[config.mk]
export PLATFORM = sky130hd
export DESIGN_NAME = core_config_and_fetch_timing
export DESIGN_NICKNAME = d
export VERILOG_FILES = /design/src/logic/core_cfg_pkg.sv /design/src/logic/cfg_opt_if.sv /design/src/logic/core_config_and_fetch_timing.sv /design/src/logic/cfg_decode.sv
export SDC_FILE = /design/constraint.sdc
export NUM_CORES = 1
export LEC_CHECK = 0
export BUFFER_PORTS_ARGS = -buffer_cell sky130_fd_sc_hd__buf_2
export CORE_MARGIN = 5
export CORE_UTILIZATION = 45
export DETAILED_ROUTE_END_ITERATION = 8
export PLACE_DENSITY = 0.82
export SYNTH_ARGS = -nofsm -noshare
export SYNTH_HDL_FRONTEND = slang
export SYNTH_SLANG_ARGS = --single-unit
[constraint.sdc]
create_clock -name clk -period 4.7 [get_ports clk]
set_input_delay 0.705 -clock clk [delete_from_list [all_inputs] [get_ports clk]]
set_output_delay 0.705 -clock clk [all_outputs]
set_load 0.005 [all_outputs]
[src/logic/core_cfg_pkg.sv]
// Shared constants and types for start-up option loading and fetch timing.
package core_cfg_pkg;

  // Option word and program memory geometry.
  localparam int OPT_W = 14;
  localparam int ROM_AW = 10;
  localparam logic [ROM_AW-1:0] OPT_ADDR = 10'h3FC;
  localparam logic [ROM_AW-1:0] HALF_BASE = 10'h200;
  localparam logic [ROM_AW-1:0] RESV_BASE = 10'h3FC;
  localparam logic [ROM_AW-1:0] VEC_LOW = 10'h000;
  localparam logic [ROM_AW-1:0] IRQ_OFS = 10'h001;
  localparam logic [ROM_AW-1:0] PC_STEP = 10'h001;
  localparam logic [OPT_W-1:0] OPT_UNPROG = 14'h3FE0;

  // Option word bit positions.
  localparam int BIT_PROTECT = 13;
  localparam int BIT_REUSE = 12;
  localparam int BOR_HI = 11;
  localparam int BOR_LO = 10;
  localparam int BIT_PIN_RST = 7;
  localparam int BIT_WDT = 6;

  // Brown-out reset mode encodings.
  localparam logic [1:0] BOR_LOW_ALWAYS = 2'h3;
  localparam logic [1:0] BOR_LOW_RUN = 2'h2;
  localparam logic [1:0] BOR_HIGH_ALWAYS = 2'h1;

  // Register port geometry and map.
  localparam int REG_AW = 4;
  localparam int REG_DW = 16;
  localparam logic [REG_AW-1:0] ADDR_CLK_CTRL = 4'h0;
  localparam logic [REG_AW-1:0] ADDR_OPTION = 4'h1;
  localparam logic [REG_AW-1:0] ADDR_STATUS = 4'h2;

  // Clock control register fields.
  localparam int CK_W = 6;
  localparam int CK_SLOW = 0;
  localparam int CK_FSEL_LO = 1;
  localparam int CK_FSEL_HI = 2;
  localparam int CK_STOP = 3;
  localparam int CK_WKT = 4;
  localparam int CK_SLOW_KEEP = 5;
  localparam logic [CK_W-1:0] CK_RST = 6'h00;

  // Reset cause codes shown in the status register.
  localparam logic [1:0] CAUSE_NONE = 2'h0;
  localparam logic [1:0] CAUSE_PIN = 2'h1;
  localparam logic [1:0] CAUSE_WDT = 2'h2;
  localparam logic [1:0] CAUSE_BOR = 2'h3;

  // Sequencer states.
  typedef enum logic [1:0] {ST_LOAD, ST_CAPTURE, ST_RUN, ST_STOP} seq_t;

endpackage

[src/logic/cfg_opt_if.sv]
// Decoded start-up options passed from the decoder to the sequencer.
`timescale 1ns/1ps
interface cfg_opt_if;
  logic protect_on;
  logic reuse_on;
  logic [1:0] brownout_reset_mode;
  logic pin_reset_enable;
  logic watchdog_reset_enable;

  modport decoder
  (
    output protect_on,
    output reuse_on,
    output brownout_reset_mode,
    output pin_reset_enable,
    output watchdog_reset_enable
  );
  modport user
  (
    input protect_on,
    input reuse_on,
    input brownout_reset_mode,
    input pin_reset_enable,
    input watchdog_reset_enable
  );
endinterface

[src/logic/core_config_and_fetch_timing.sv]
// Start-up option loader, two-phase fetch sequencer and clock mode control.
`timescale 1ns/1ps
module core_config_and_fetch_timing
(
  input wire logic clk,
  input wire logic reset,
  // Software register port.
  input wire logic [core_cfg_pkg::REG_AW-1:0] reg_addr,
  input wire logic [core_cfg_pkg::REG_DW-1:0] reg_wdata,
  input wire logic reg_wr,
  input wire logic reg_rd,
  output logic [core_cfg_pkg::REG_DW-1:0] reg_rdata,
  // Program ROM fetch port.
  output logic [core_cfg_pkg::ROM_AW-1:0] rom_addr,
  input wire logic [core_cfg_pkg::OPT_W-1:0] rom_data,
  // Execute stage hand-off and redirects.
  output logic [core_cfg_pkg::OPT_W-1:0] exec_word,
  output logic exec_valid,
  output logic phase_one,
  output logic phase_two,
  input wire logic branch_req,
  input wire logic [core_cfg_pkg::ROM_AW-1:0] branch_target,
  input wire logic irq_take,
  // External programmer read-back port.
  input wire logic prog_rd,
  input wire logic [core_cfg_pkg::ROM_AW-1:0] prog_addr,
  input wire logic [core_cfg_pkg::OPT_W-1:0] prog_rom_data,
  output logic [core_cfg_pkg::OPT_W-1:0] prog_rdata,
  output logic prog_denied,
  // Pins and reset sources.
  input wire logic ext_reset_n,
  output logic pin_input_level,
  input wire logic wdt_timeout,
  input wire logic volt_below_low,
  input wire logic volt_below_high,
  input wire logic wake_event,
  output logic sys_reset_req,
  // Oscillator and clock controls.
  output logic fast_osc_enable,
  output logic slow_osc_enable,
  output logic [1:0] fast_osc_freq_sel,
  output logic core_clock_select,
  output logic core_clock_run,
  output logic wake_timer_enable
);

  // Sequencer state and fetch pipeline.
  core_cfg_pkg::seq_t state_ff;
  logic [core_cfg_pkg::OPT_W-1:0] startup_option_word_ff; // Captured word.
  logic [core_cfg_pkg::ROM_AW-1:0] pc_ff; // Doubles as the ROM address.
  logic phase_ff; // Low in phase one, high in phase two.
  logic [core_cfg_pkg::OPT_W-1:0] ir_ff; // Word latched in phase two.
  logic ir_valid_ff; // Cleared when the fetched word is flushed.
  logic [core_cfg_pkg::OPT_W-1:0] exec_word_ff; // Word under execution.
  logic exec_valid_ff;
  logic redirect_ff; // A branch or interrupt target is waiting.
  logic [core_cfg_pkg::ROM_AW-1:0] target_ff;
  // Control registers and status.
  logic [core_cfg_pkg::CK_W-1:0] clk_ctrl_ff;
  logic stop_req_ff; // Software asked for stop; cleared on entry.
  logic [1:0] cause_ff;
  logic [core_cfg_pkg::REG_DW-1:0] rdata_ff;
  logic [core_cfg_pkg::OPT_W-1:0] prog_rdata_ff;
  logic prog_denied_ff;
  // Pin synchronisers.
  logic pin_meta_ff, pin_sync_ff, pin_prev_ff;
  logic low_meta_ff, low_sync_ff;
  logic high_meta_ff, high_sync_ff;
  logic wake_meta_ff, wake_sync_ff, wake_prev_ff;
  logic sys_reset_req_ff;
  // Combinational helpers.
  logic [core_cfg_pkg::ROM_AW-1:0] vec_base;
  logic [core_cfg_pkg::ROM_AW-1:0] nxt_pc;
  logic pin_fall;
  logic wdt_hit;
  logic bor_trip;
  logic prog_guard;

  cfg_opt_if opt ();

  // Options are decoded from the captured word; only the reset vector reads the re-use bit from the bus.
  cfg_decode u_decode
  (
    .startup_option_word(startup_option_word_ff),
    .opt(opt)
  );

  // --------------------------------------------------------------------
  // Pin synchronisers
  // --------------------------------------------------------------------

  // Asynchronous levels pass two flops before any logic reads them.
  always_ff @(posedge clk or posedge reset)
  begin
    if (reset)
    begin
      pin_meta_ff <= 1'b1;
      pin_sync_ff <= 1'b1;
      pin_prev_ff <= 1'b1;
      low_meta_ff <= 1'b0;
      low_sync_ff <= 1'b0;
      high_meta_ff <= 1'b0;
      high_sync_ff <= 1'b0;
      wake_meta_ff <= 1'b0;
      wake_sync_ff <= 1'b0;
      wake_prev_ff <= 1'b0;
    end
    else
    begin
      pin_meta_ff <= ext_reset_n;
      pin_sync_ff <= pin_meta_ff;
      pin_prev_ff <= pin_sync_ff;
      low_meta_ff <= volt_below_low;
      low_sync_ff <= low_meta_ff;
      high_meta_ff <= volt_below_high;
      high_sync_ff <= high_meta_ff;
      wake_meta_ff <= wake_event;
      wake_sync_ff <= wake_meta_ff;
      wake_prev_ff <= wake_sync_ff;
    end
  end

  // --------------------------------------------------------------------
  // Reset sources
  // --------------------------------------------------------------------

  // Falling edge of the pin counts only while pin reset is enabled.
  assign pin_fall = pin_prev_ff & ~pin_sync_ff &
                    opt.pin_reset_enable;
  assign wdt_hit = wdt_timeout & opt.watchdog_reset_enable;

  // Brown-out mode chooses threshold and whether stop disables it.
  always_comb
  begin
    case (opt.brownout_reset_mode)
      core_cfg_pkg::BOR_LOW_ALWAYS: bor_trip = low_sync_ff;
      core_cfg_pkg::BOR_LOW_RUN:
        bor_trip = low_sync_ff & (state_ff != core_cfg_pkg::ST_STOP);
      core_cfg_pkg::BOR_HIGH_ALWAYS: bor_trip = high_sync_ff;
      default: bor_trip = 1'b0;
    endcase
  end

  // Sources are ignored until the options are known to avoid acting on
  // the unprogrammed defaults.
  always_ff @(posedge clk or posedge reset)
  begin
    if (reset)
    begin
      sys_reset_req_ff <= 1'b0;
      cause_ff <= core_cfg_pkg::CAUSE_NONE;
    end
    else if (state_ff == core_cfg_pkg::ST_RUN ||
             state_ff == core_cfg_pkg::ST_STOP)
    begin
      sys_reset_req_ff <= pin_fall | wdt_hit | bor_trip;
      // Brown-out wins the cause code as the most severe source.
      if (bor_trip)
        cause_ff <= core_cfg_pkg::CAUSE_BOR;
      else if (wdt_hit)
        cause_ff <= core_cfg_pkg::CAUSE_WDT;
      else if (pin_fall)
        cause_ff <= core_cfg_pkg::CAUSE_PIN;
    end
    else
      sys_reset_req_ff <= 1'b0;
  end

  // --------------------------------------------------------------------
  // Load sequencer and two-phase fetch
  // --------------------------------------------------------------------

  // Vectors sit at the second half in re-use operation.
  assign vec_base = opt.reuse_on ? core_cfg_pkg::HALF_BASE
                                 : core_cfg_pkg::VEC_LOW;
  assign nxt_pc = redirect_ff ? target_ff
                              : pc_ff + core_cfg_pkg::PC_STEP;

  // The sequencer reads the option word, then alternates the phases.
  always_ff @(posedge clk or posedge reset)
  begin
    if (reset)
    begin
      state_ff <= core_cfg_pkg::ST_LOAD;
      startup_option_word_ff <= core_cfg_pkg::OPT_UNPROG;
      pc_ff <= core_cfg_pkg::OPT_ADDR;
      phase_ff <= 1'b0;
    end
    else if (sys_reset_req_ff)
    begin
      // A system reset reloads the options before fetching again.
      state_ff <= core_cfg_pkg::ST_LOAD;
      pc_ff <= core_cfg_pkg::OPT_ADDR;
      phase_ff <= 1'b0;
    end
    else
    begin
      case (state_ff)
        core_cfg_pkg::ST_LOAD:
        begin
          pc_ff <= core_cfg_pkg::OPT_ADDR;
          state_ff <= core_cfg_pkg::ST_CAPTURE;
        end
        core_cfg_pkg::ST_CAPTURE:
        begin
          startup_option_word_ff <= rom_data;
          // Reset vector follows the freshly read re-use bit.
          pc_ff <= rom_data[core_cfg_pkg::BIT_REUSE] ?
                   core_cfg_pkg::VEC_LOW : core_cfg_pkg::HALF_BASE;
          phase_ff <= 1'b1;
          state_ff <= core_cfg_pkg::ST_RUN;
        end
        core_cfg_pkg::ST_RUN:
        begin
          phase_ff <= ~phase_ff;
          // Stop is entered on a whole instruction boundary.
          if (phase_ff && stop_req_ff)
            state_ff <= core_cfg_pkg::ST_STOP;
          else if (!phase_ff)
            pc_ff <= nxt_pc;
        end
        core_cfg_pkg::ST_STOP:
        begin
          if (wake_sync_ff && !wake_prev_ff)
            state_ff <= core_cfg_pkg::ST_RUN;
        end
        default: state_ff <= core_cfg_pkg::ST_LOAD;
      endcase
    end
  end

  // Phase two latches the fetched word; phase one hands it to execute.
  always_ff @(posedge clk or posedge reset)
  begin
    if (reset)
    begin
      ir_ff <= '0;
      ir_valid_ff <= 1'b0;
      exec_word_ff <= '0;
      exec_valid_ff <= 1'b0;
      redirect_ff <= 1'b0;
      target_ff <= '0;
    end
    else if (state_ff != core_cfg_pkg::ST_RUN || sys_reset_req_ff)
    begin
      ir_valid_ff <= 1'b0;
      exec_valid_ff <= 1'b0;
      redirect_ff <= 1'b0;
    end
    else if (phase_ff)
    begin
      ir_ff <= rom_data;
      // A redirect discards the word fetched beside it.
      ir_valid_ff <= ~(exec_valid_ff & (branch_req | irq_take));
      if (exec_valid_ff && irq_take)
      begin
        redirect_ff <= 1'b1;
        target_ff <= vec_base + core_cfg_pkg::IRQ_OFS;
      end
      else if (exec_valid_ff && branch_req)
      begin
        redirect_ff <= 1'b1;
        target_ff <= branch_target;
      end
    end
    else
    begin
      exec_word_ff <= ir_ff;
      exec_valid_ff <= ir_valid_ff;
      redirect_ff <= 1'b0;
    end
  end

  // --------------------------------------------------------------------
  // Programmer read-back protection
  // --------------------------------------------------------------------

  // With re-use bit set only the first half is guarded, so the second
  // half can be written and verified; otherwise all but the reserved
  // tail is hidden.
  assign prog_guard = opt.protect_on &&
    (startup_option_word_ff[core_cfg_pkg::BIT_REUSE] ?
     (prog_addr < core_cfg_pkg::HALF_BASE) :
     (prog_addr < core_cfg_pkg::RESV_BASE));

  // Guarded reads return zeros and raise the denial flag.
  always_ff @(posedge clk or posedge reset)
  begin
    if (reset)
    begin
      prog_rdata_ff <= '0;
      prog_denied_ff <= 1'b0;
    end
    else if (prog_rd)
    begin
      prog_rdata_ff <= prog_guard ? '0 : prog_rom_data;
      prog_denied_ff <= prog_guard;
    end
  end

  // --------------------------------------------------------------------
  // Register port
  // --------------------------------------------------------------------

  // Clock control writes; the stop request self-clears on stop entry.
  always_ff @(posedge clk or posedge reset)
  begin
    if (reset)
    begin
      clk_ctrl_ff <= core_cfg_pkg::CK_RST;
      stop_req_ff <= 1'b0;
    end
    else if (sys_reset_req_ff)
    begin
      clk_ctrl_ff <= core_cfg_pkg::CK_RST;
      stop_req_ff <= 1'b0;
    end
    else if (reg_wr && reg_addr == core_cfg_pkg::ADDR_CLK_CTRL)
    begin
      clk_ctrl_ff <= reg_wdata[core_cfg_pkg::CK_W-1:0];
      stop_req_ff <= reg_wdata[core_cfg_pkg::CK_STOP];
    end
    else if (state_ff == core_cfg_pkg::ST_STOP)
      stop_req_ff <= 1'b0;
  end

  // Read data stands one cycle after the strobe; unmapped reads zero.
  always_ff @(posedge clk or posedge reset)
  begin
    if (reset)
      rdata_ff <= '0;
    else if (reg_rd)
    begin
      case (reg_addr)
        core_cfg_pkg::ADDR_CLK_CTRL:
          rdata_ff <= {{(core_cfg_pkg::REG_DW-core_cfg_pkg::CK_W){1'b0}},
                       clk_ctrl_ff[core_cfg_pkg::CK_W-1:
                                   core_cfg_pkg::CK_STOP+1],
                       stop_req_ff,
                       clk_ctrl_ff[core_cfg_pkg::CK_STOP-1:0]};
        core_cfg_pkg::ADDR_OPTION:
          rdata_ff <= {2'h0, startup_option_word_ff};
        core_cfg_pkg::ADDR_STATUS:
          rdata_ff <= {10'h000, cause_ff,
                       (state_ff == core_cfg_pkg::ST_STOP),
                       (state_ff == core_cfg_pkg::ST_RUN),
                       opt.reuse_on, opt.protect_on};
        default: rdata_ff <= '0;
      endcase
    end
    else
      rdata_ff <= '0;
  end

  // --------------------------------------------------------------------
  // Outputs
  // --------------------------------------------------------------------

  assign reg_rdata = rdata_ff;
  assign rom_addr = pc_ff;
  assign exec_word = exec_word_ff;
  assign exec_valid = exec_valid_ff;
  assign phase_one = (state_ff == core_cfg_pkg::ST_RUN) & ~phase_ff;
  assign phase_two = (state_ff == core_cfg_pkg::ST_RUN) & phase_ff;
  assign prog_rdata = prog_rdata_ff;
  assign prog_denied = prog_denied_ff;
  assign pin_input_level = pin_sync_ff & ~opt.pin_reset_enable;
  assign sys_reset_req = sys_reset_req_ff;
  assign core_clock_select = clk_ctrl_ff[core_cfg_pkg::CK_SLOW];
  assign fast_osc_freq_sel =
    clk_ctrl_ff[core_cfg_pkg::CK_FSEL_HI:core_cfg_pkg::CK_FSEL_LO];
  // Slow mode stops the fast oscillator; stop halts both.
  assign fast_osc_enable = ~clk_ctrl_ff[core_cfg_pkg::CK_SLOW] &
                           (state_ff != core_cfg_pkg::ST_STOP);
  assign slow_osc_enable = (clk_ctrl_ff[core_cfg_pkg::CK_SLOW] |
                            clk_ctrl_ff[core_cfg_pkg::CK_SLOW_KEEP]) &
                           (state_ff != core_cfg_pkg::ST_STOP);
  assign core_clock_run = (state_ff != core_cfg_pkg::ST_STOP);
  assign wake_timer_enable = clk_ctrl_ff[core_cfg_pkg::CK_WKT];

endmodule

[src/logic/cfg_decode.sv]
// Decoder from the stored start-up option word to individual options.
`timescale 1ns/1ps
module cfg_decode
(
  input wire logic [core_cfg_pkg::OPT_W-1:0] startup_option_word,
  cfg_opt_if.decoder opt
);

  // Protection and re-use are active when their bits are cleared.
  assign opt.protect_on =
    ~startup_option_word[core_cfg_pkg::BIT_PROTECT];
  assign opt.reuse_on = ~startup_option_word[core_cfg_pkg::BIT_REUSE];
  // Two-bit brown-out mode is passed whole and interpreted by the user.
  assign opt.brownout_reset_mode =
    startup_option_word[core_cfg_pkg::BOR_HI:core_cfg_pkg::BOR_LO];
  assign opt.pin_reset_enable =
    startup_option_word[core_cfg_pkg::BIT_PIN_RST];
  assign opt.watchdog_reset_enable =
    startup_option_word[core_cfg_pkg::BIT_WDT];
  // Bits 9-8 and 5-0 are deliberately left undecoded.

endmodule

==> impl_metrics.py <==
metrics = {
    "status": {
        "outcome": "completed",
    },
    "global_routing": {
        "grt_max_degree": 84,
        "grt.total_usage_pct": 18.56,
        "grt_pass1_wl_um": 19150,
        "grt_pass1_vias": 3949,
        "antenna_found_initial": 1,
        "grt_remaining_overflow": 0,
    },
    "critical_path": {
        "end_kind": "output pin",
        "reg2reg_depth": 6,
        "cp-start-kind": "register",
        "worst-path-max-fanout": 21,
        "regToRegStartpoint": "state_ff[0]$_DFFE_PP0P_",
        "worst_path_most_repeated_cell": "inv_1",
        "r2r_setup_slack_ns": 1.89,
        "slowest_stage": "ha_1",
        "worst_ep_arrival_time_ns": 2.11,
        "r2r-end": "target_ff[8]$_DFFE_PP0P_",
        "worstSetupPathType": "register to output pin",
        "worstPathRequired_ns": 3.99,
        "slowest_delay_ns": 0.64,
        "path_cells": "inv_1 -> ha_1 -> nand2_1 -> inv_1 -> buf_2",
    },
    "synthesis": {
        "synthArstFlopShare_pct": 100.0,
        "synth_edf_count": 0,
        "ys_top_cells_by_area": "dfrtp_1 48%, dfstp_2 11%, mux2_2 9.7%",
        "synth_seq_cells": 116,
        "synthCells": 430,
        "synth_compound_area_share_pct": 9.945,
        "synthAdderAreaFrac_pct": 1.253,
        "yosys_warnings": 0,
        "synth_top_family_by_area": "simple AND/OR/NAND/NOR gates",
        "yosysTopAreaCell": "dfrtp_1",
        "ys_dominant_reg_cell": "dfrtp_1",
        "synthDistinctLibCells": 51,
        "synth.most_common_cell": "dfrtp_1",
        "synthesis.area_sq_um": 4995,
        "synthTopCellsByCount": "96 x dfrtp_1, 47 x nand2_1, 43 x mux2_2, 30 x nor2_1, 23 x inv_1",
        "synthXorXnorAreaFrac_pct": 0.3507,
        "yosysSeqAreaShare_pct": 58.62,
        "postSynthAreaPerCell_sq_um": 11.62,
        "synthMuxAreaShare_pct": 12.30,
        "synth.top_cell.area_share_pct": 48.10,
        "synth-simple-area-share_pct": 12.90,
    },
    "drt": {
        "firstDrtPassIters": 4,
        "drc_errors": 0,
        "avgRoutedWirePerCell_um": 15.96,
        "antenna_left": 0,
        "via_per_inst": 5.165,
        "dr.first_iter.drc_count": 135,
        "vias": 3683,
        "finalWirelength_um": 11380,
    },
    "finish": {
        "antenna_cells": 0,
        "layout-drive-gt1-share_pct": 41.19,
        "fillCellCount": 884,
        "fin_nets": 645,
        "area_growth_pct": 26.38,
        "final_area_sq_um": 6312,
        "utilization_pct": 58.23,
    },
    "cts": {
        "hold_buffers": 0,
        "cts_max_level": 4,
        "clockBufferDepth": 2,
        "clk_latency_ns": 0.51,
        "post_cts_buffers": 0,
        "numCtsBuffers": 17,
        "clk_pin_slew_ns": 0.06,
        "clock-sinks": 116,
        "cts_tree": "built",
        "cts_resized": 0,
        "cts-root-buf": "clkbuf_8",
    },
    "pwr": {
        "p_comb_share_pct": 29.3,
        "p_int_uw": 2839,
        "p_clk_share_pct": 31.6,
        "p_switching_uw": 1262,
        "swShare_pct": 30.77,
        "seqPwrFrac_pct": 39.1,
        "powerDensity_nw_per_um2": 649.8,
        "leakage_uw": 0.003026,
        "peakVddDrop_v": 0.0003433,
    },
    "floorplan": {
        "core_sq_um": 10840,
        "row_count": 38,
        "die_area_sq_um": 13310,
        "start_util_pct": 46.08,
        "die_h_um": 115.4,
        "die_w_um": 115.4,
        "io_pins": 147,
    },
    "sta": {
        "hold_viol": 0,
        "finalWorstSetupSlack_ns": 1.884,
        "fin_crit_ns": 2.816,
        "fin_setup_tns_ns": 0,
        "drv_slew": 0,
        "fin_worst_skew_ns": 0.01005,
        "hold_slack_ns": 0.2931,
        "worst_slew_pin_slew_ns": 1.129,
        "clock.fmax_ghz": 0.3551,
        "grt_setup_unrepaired": "no",
        "final-setup-viol-count": 0,
        "maxSlewHeadroom_pct": 24.72,
        "period_share_pct": 59.92,
    },
    "place": {
        "hpwlAfterDp_um": 8116,
        "dpl_cell_area_sq_um": 5703,
        "portBuffers": 132,
        "place_ws_ns": 1.981,
        "gp_routability_congestion": 0.8802,
    },
    "worst_hold_path": {
        "hp-class": "input port to register",
        "min_path_cells": 1,
        "min_from": "ext_reset_n",
        "holdPathEnd": "pin_meta_ff$_DFF_PP1_",
    },
    "run": {
        "drv_cap": 0,
    },
}
## worst max-delay path by stage
stage,from,end,slack [ns],cells past startpoint
floorplan,reset,cause_ff[0]$_DFFE_PP0P_,0.96,1
global placement,state_ff[0]$_DFFE_PP0P_,target_ff[4]$_DFFE_PP0P_,2.07,6
detailed placement,state_ff[0]$_DFFE_PP0P_,target_ff[0]$_DFFE_PP0P_,1.98,6
CTS,state_ff[0]$_DFFE_PP0P_,phase_two,1.83,5
global route,state_ff[0]$_DFFE_PP0P_,target_ff[8]$_DFFE_PP0P_,1.63,6
finish,state_ff[0]$_DFFE_PP0P_,phase_two,1.88,5
## critical path: cells and delay by family, from the launching register on
family,cells,cell delay (ns)
AND/OR/NAND/NOR,1,0.23
adder cells (fa/ha/maj),1,0.64
flip-flops,1,0.41
buffers and inverters,3,0.32
## power groups by stage
stage / Clock, uW / Sequential [uW] / Combinational [uW]
2_1_floorplan: 0 / 1550 / 919
3_3_place_gp: 0 / 1600 / 1170
3_5_place_dp: 0 / 1620 / 1210
4_1_cts: 1320 / 1610 / 1220
5_1_grt: 1380 / 1660 / 1340
6_report: 1290 / 1610 / 1200
## layer usage
layer	part of all wire, %	GRT usage (%)	up-vias
li1	-	-	1747
met1	43	23.81	1807
met2	49	29.36	110
met3	6.7	6.579	17
met4	1.5	6.416	2
met5	0.11	0	-
## registers in the layout, summed over array words and instances (netlist names), 5 cells and up
name                    cells
prog_rdata                 14
startup_option_word_ff     14
target_ff                  10
ir_ff                      14
reg_rdata                  14
clk_ctrl_ff                 5
exec_word                  14
rom_addr                   10
## cell families after synthesis
family	Yosys count
buffers and inverters	46
other	1
AND/OR/NAND/NOR	131
adder cells (fa/ha/maj)	5
multiplexers	56
XOR/XNOR	2
flip-flops	116
AO/OA/AOI/OAI	73
## area by class of cell
class | count | area, sq um | share of cell area, %
flip-flops and latches | 116 | 2928 | 46.38
multi-input cells | 269 | 1843 | 29.20
repair buffers | 133 | 668.1 | 10.58
clock buffers | 21 | 459.2 | 7.275
well taps | 140 | 175.2 | 2.775
clock inverters | 11 | 150.1 | 2.379
inverters | 23 | 88.84 | 1.407
## cell usage in the layout (no fill, tap or decap), types with 13 or more instances in the layout
cell,netlist,routed
nor2_1,30,30
buf_2,8,132
nand2_1,47,47
inv_1,23,22
clkbuf_16,0,16
dfrtp_1,96,96
mux2i_1,13,13
o22ai_1,15,15
o21ai_0,13,13
dfstp_2,20,20
mux2_2,43,43
## metrics by stage
step,power (uW),cells
after floorplan,2468,431
after detailed placement,2831,681
after CTS,4151,713
after global placement,2767,681
final,4102,713
after global routing,4376,713
No activity file was read; power rests on OpenSTA's default activity.
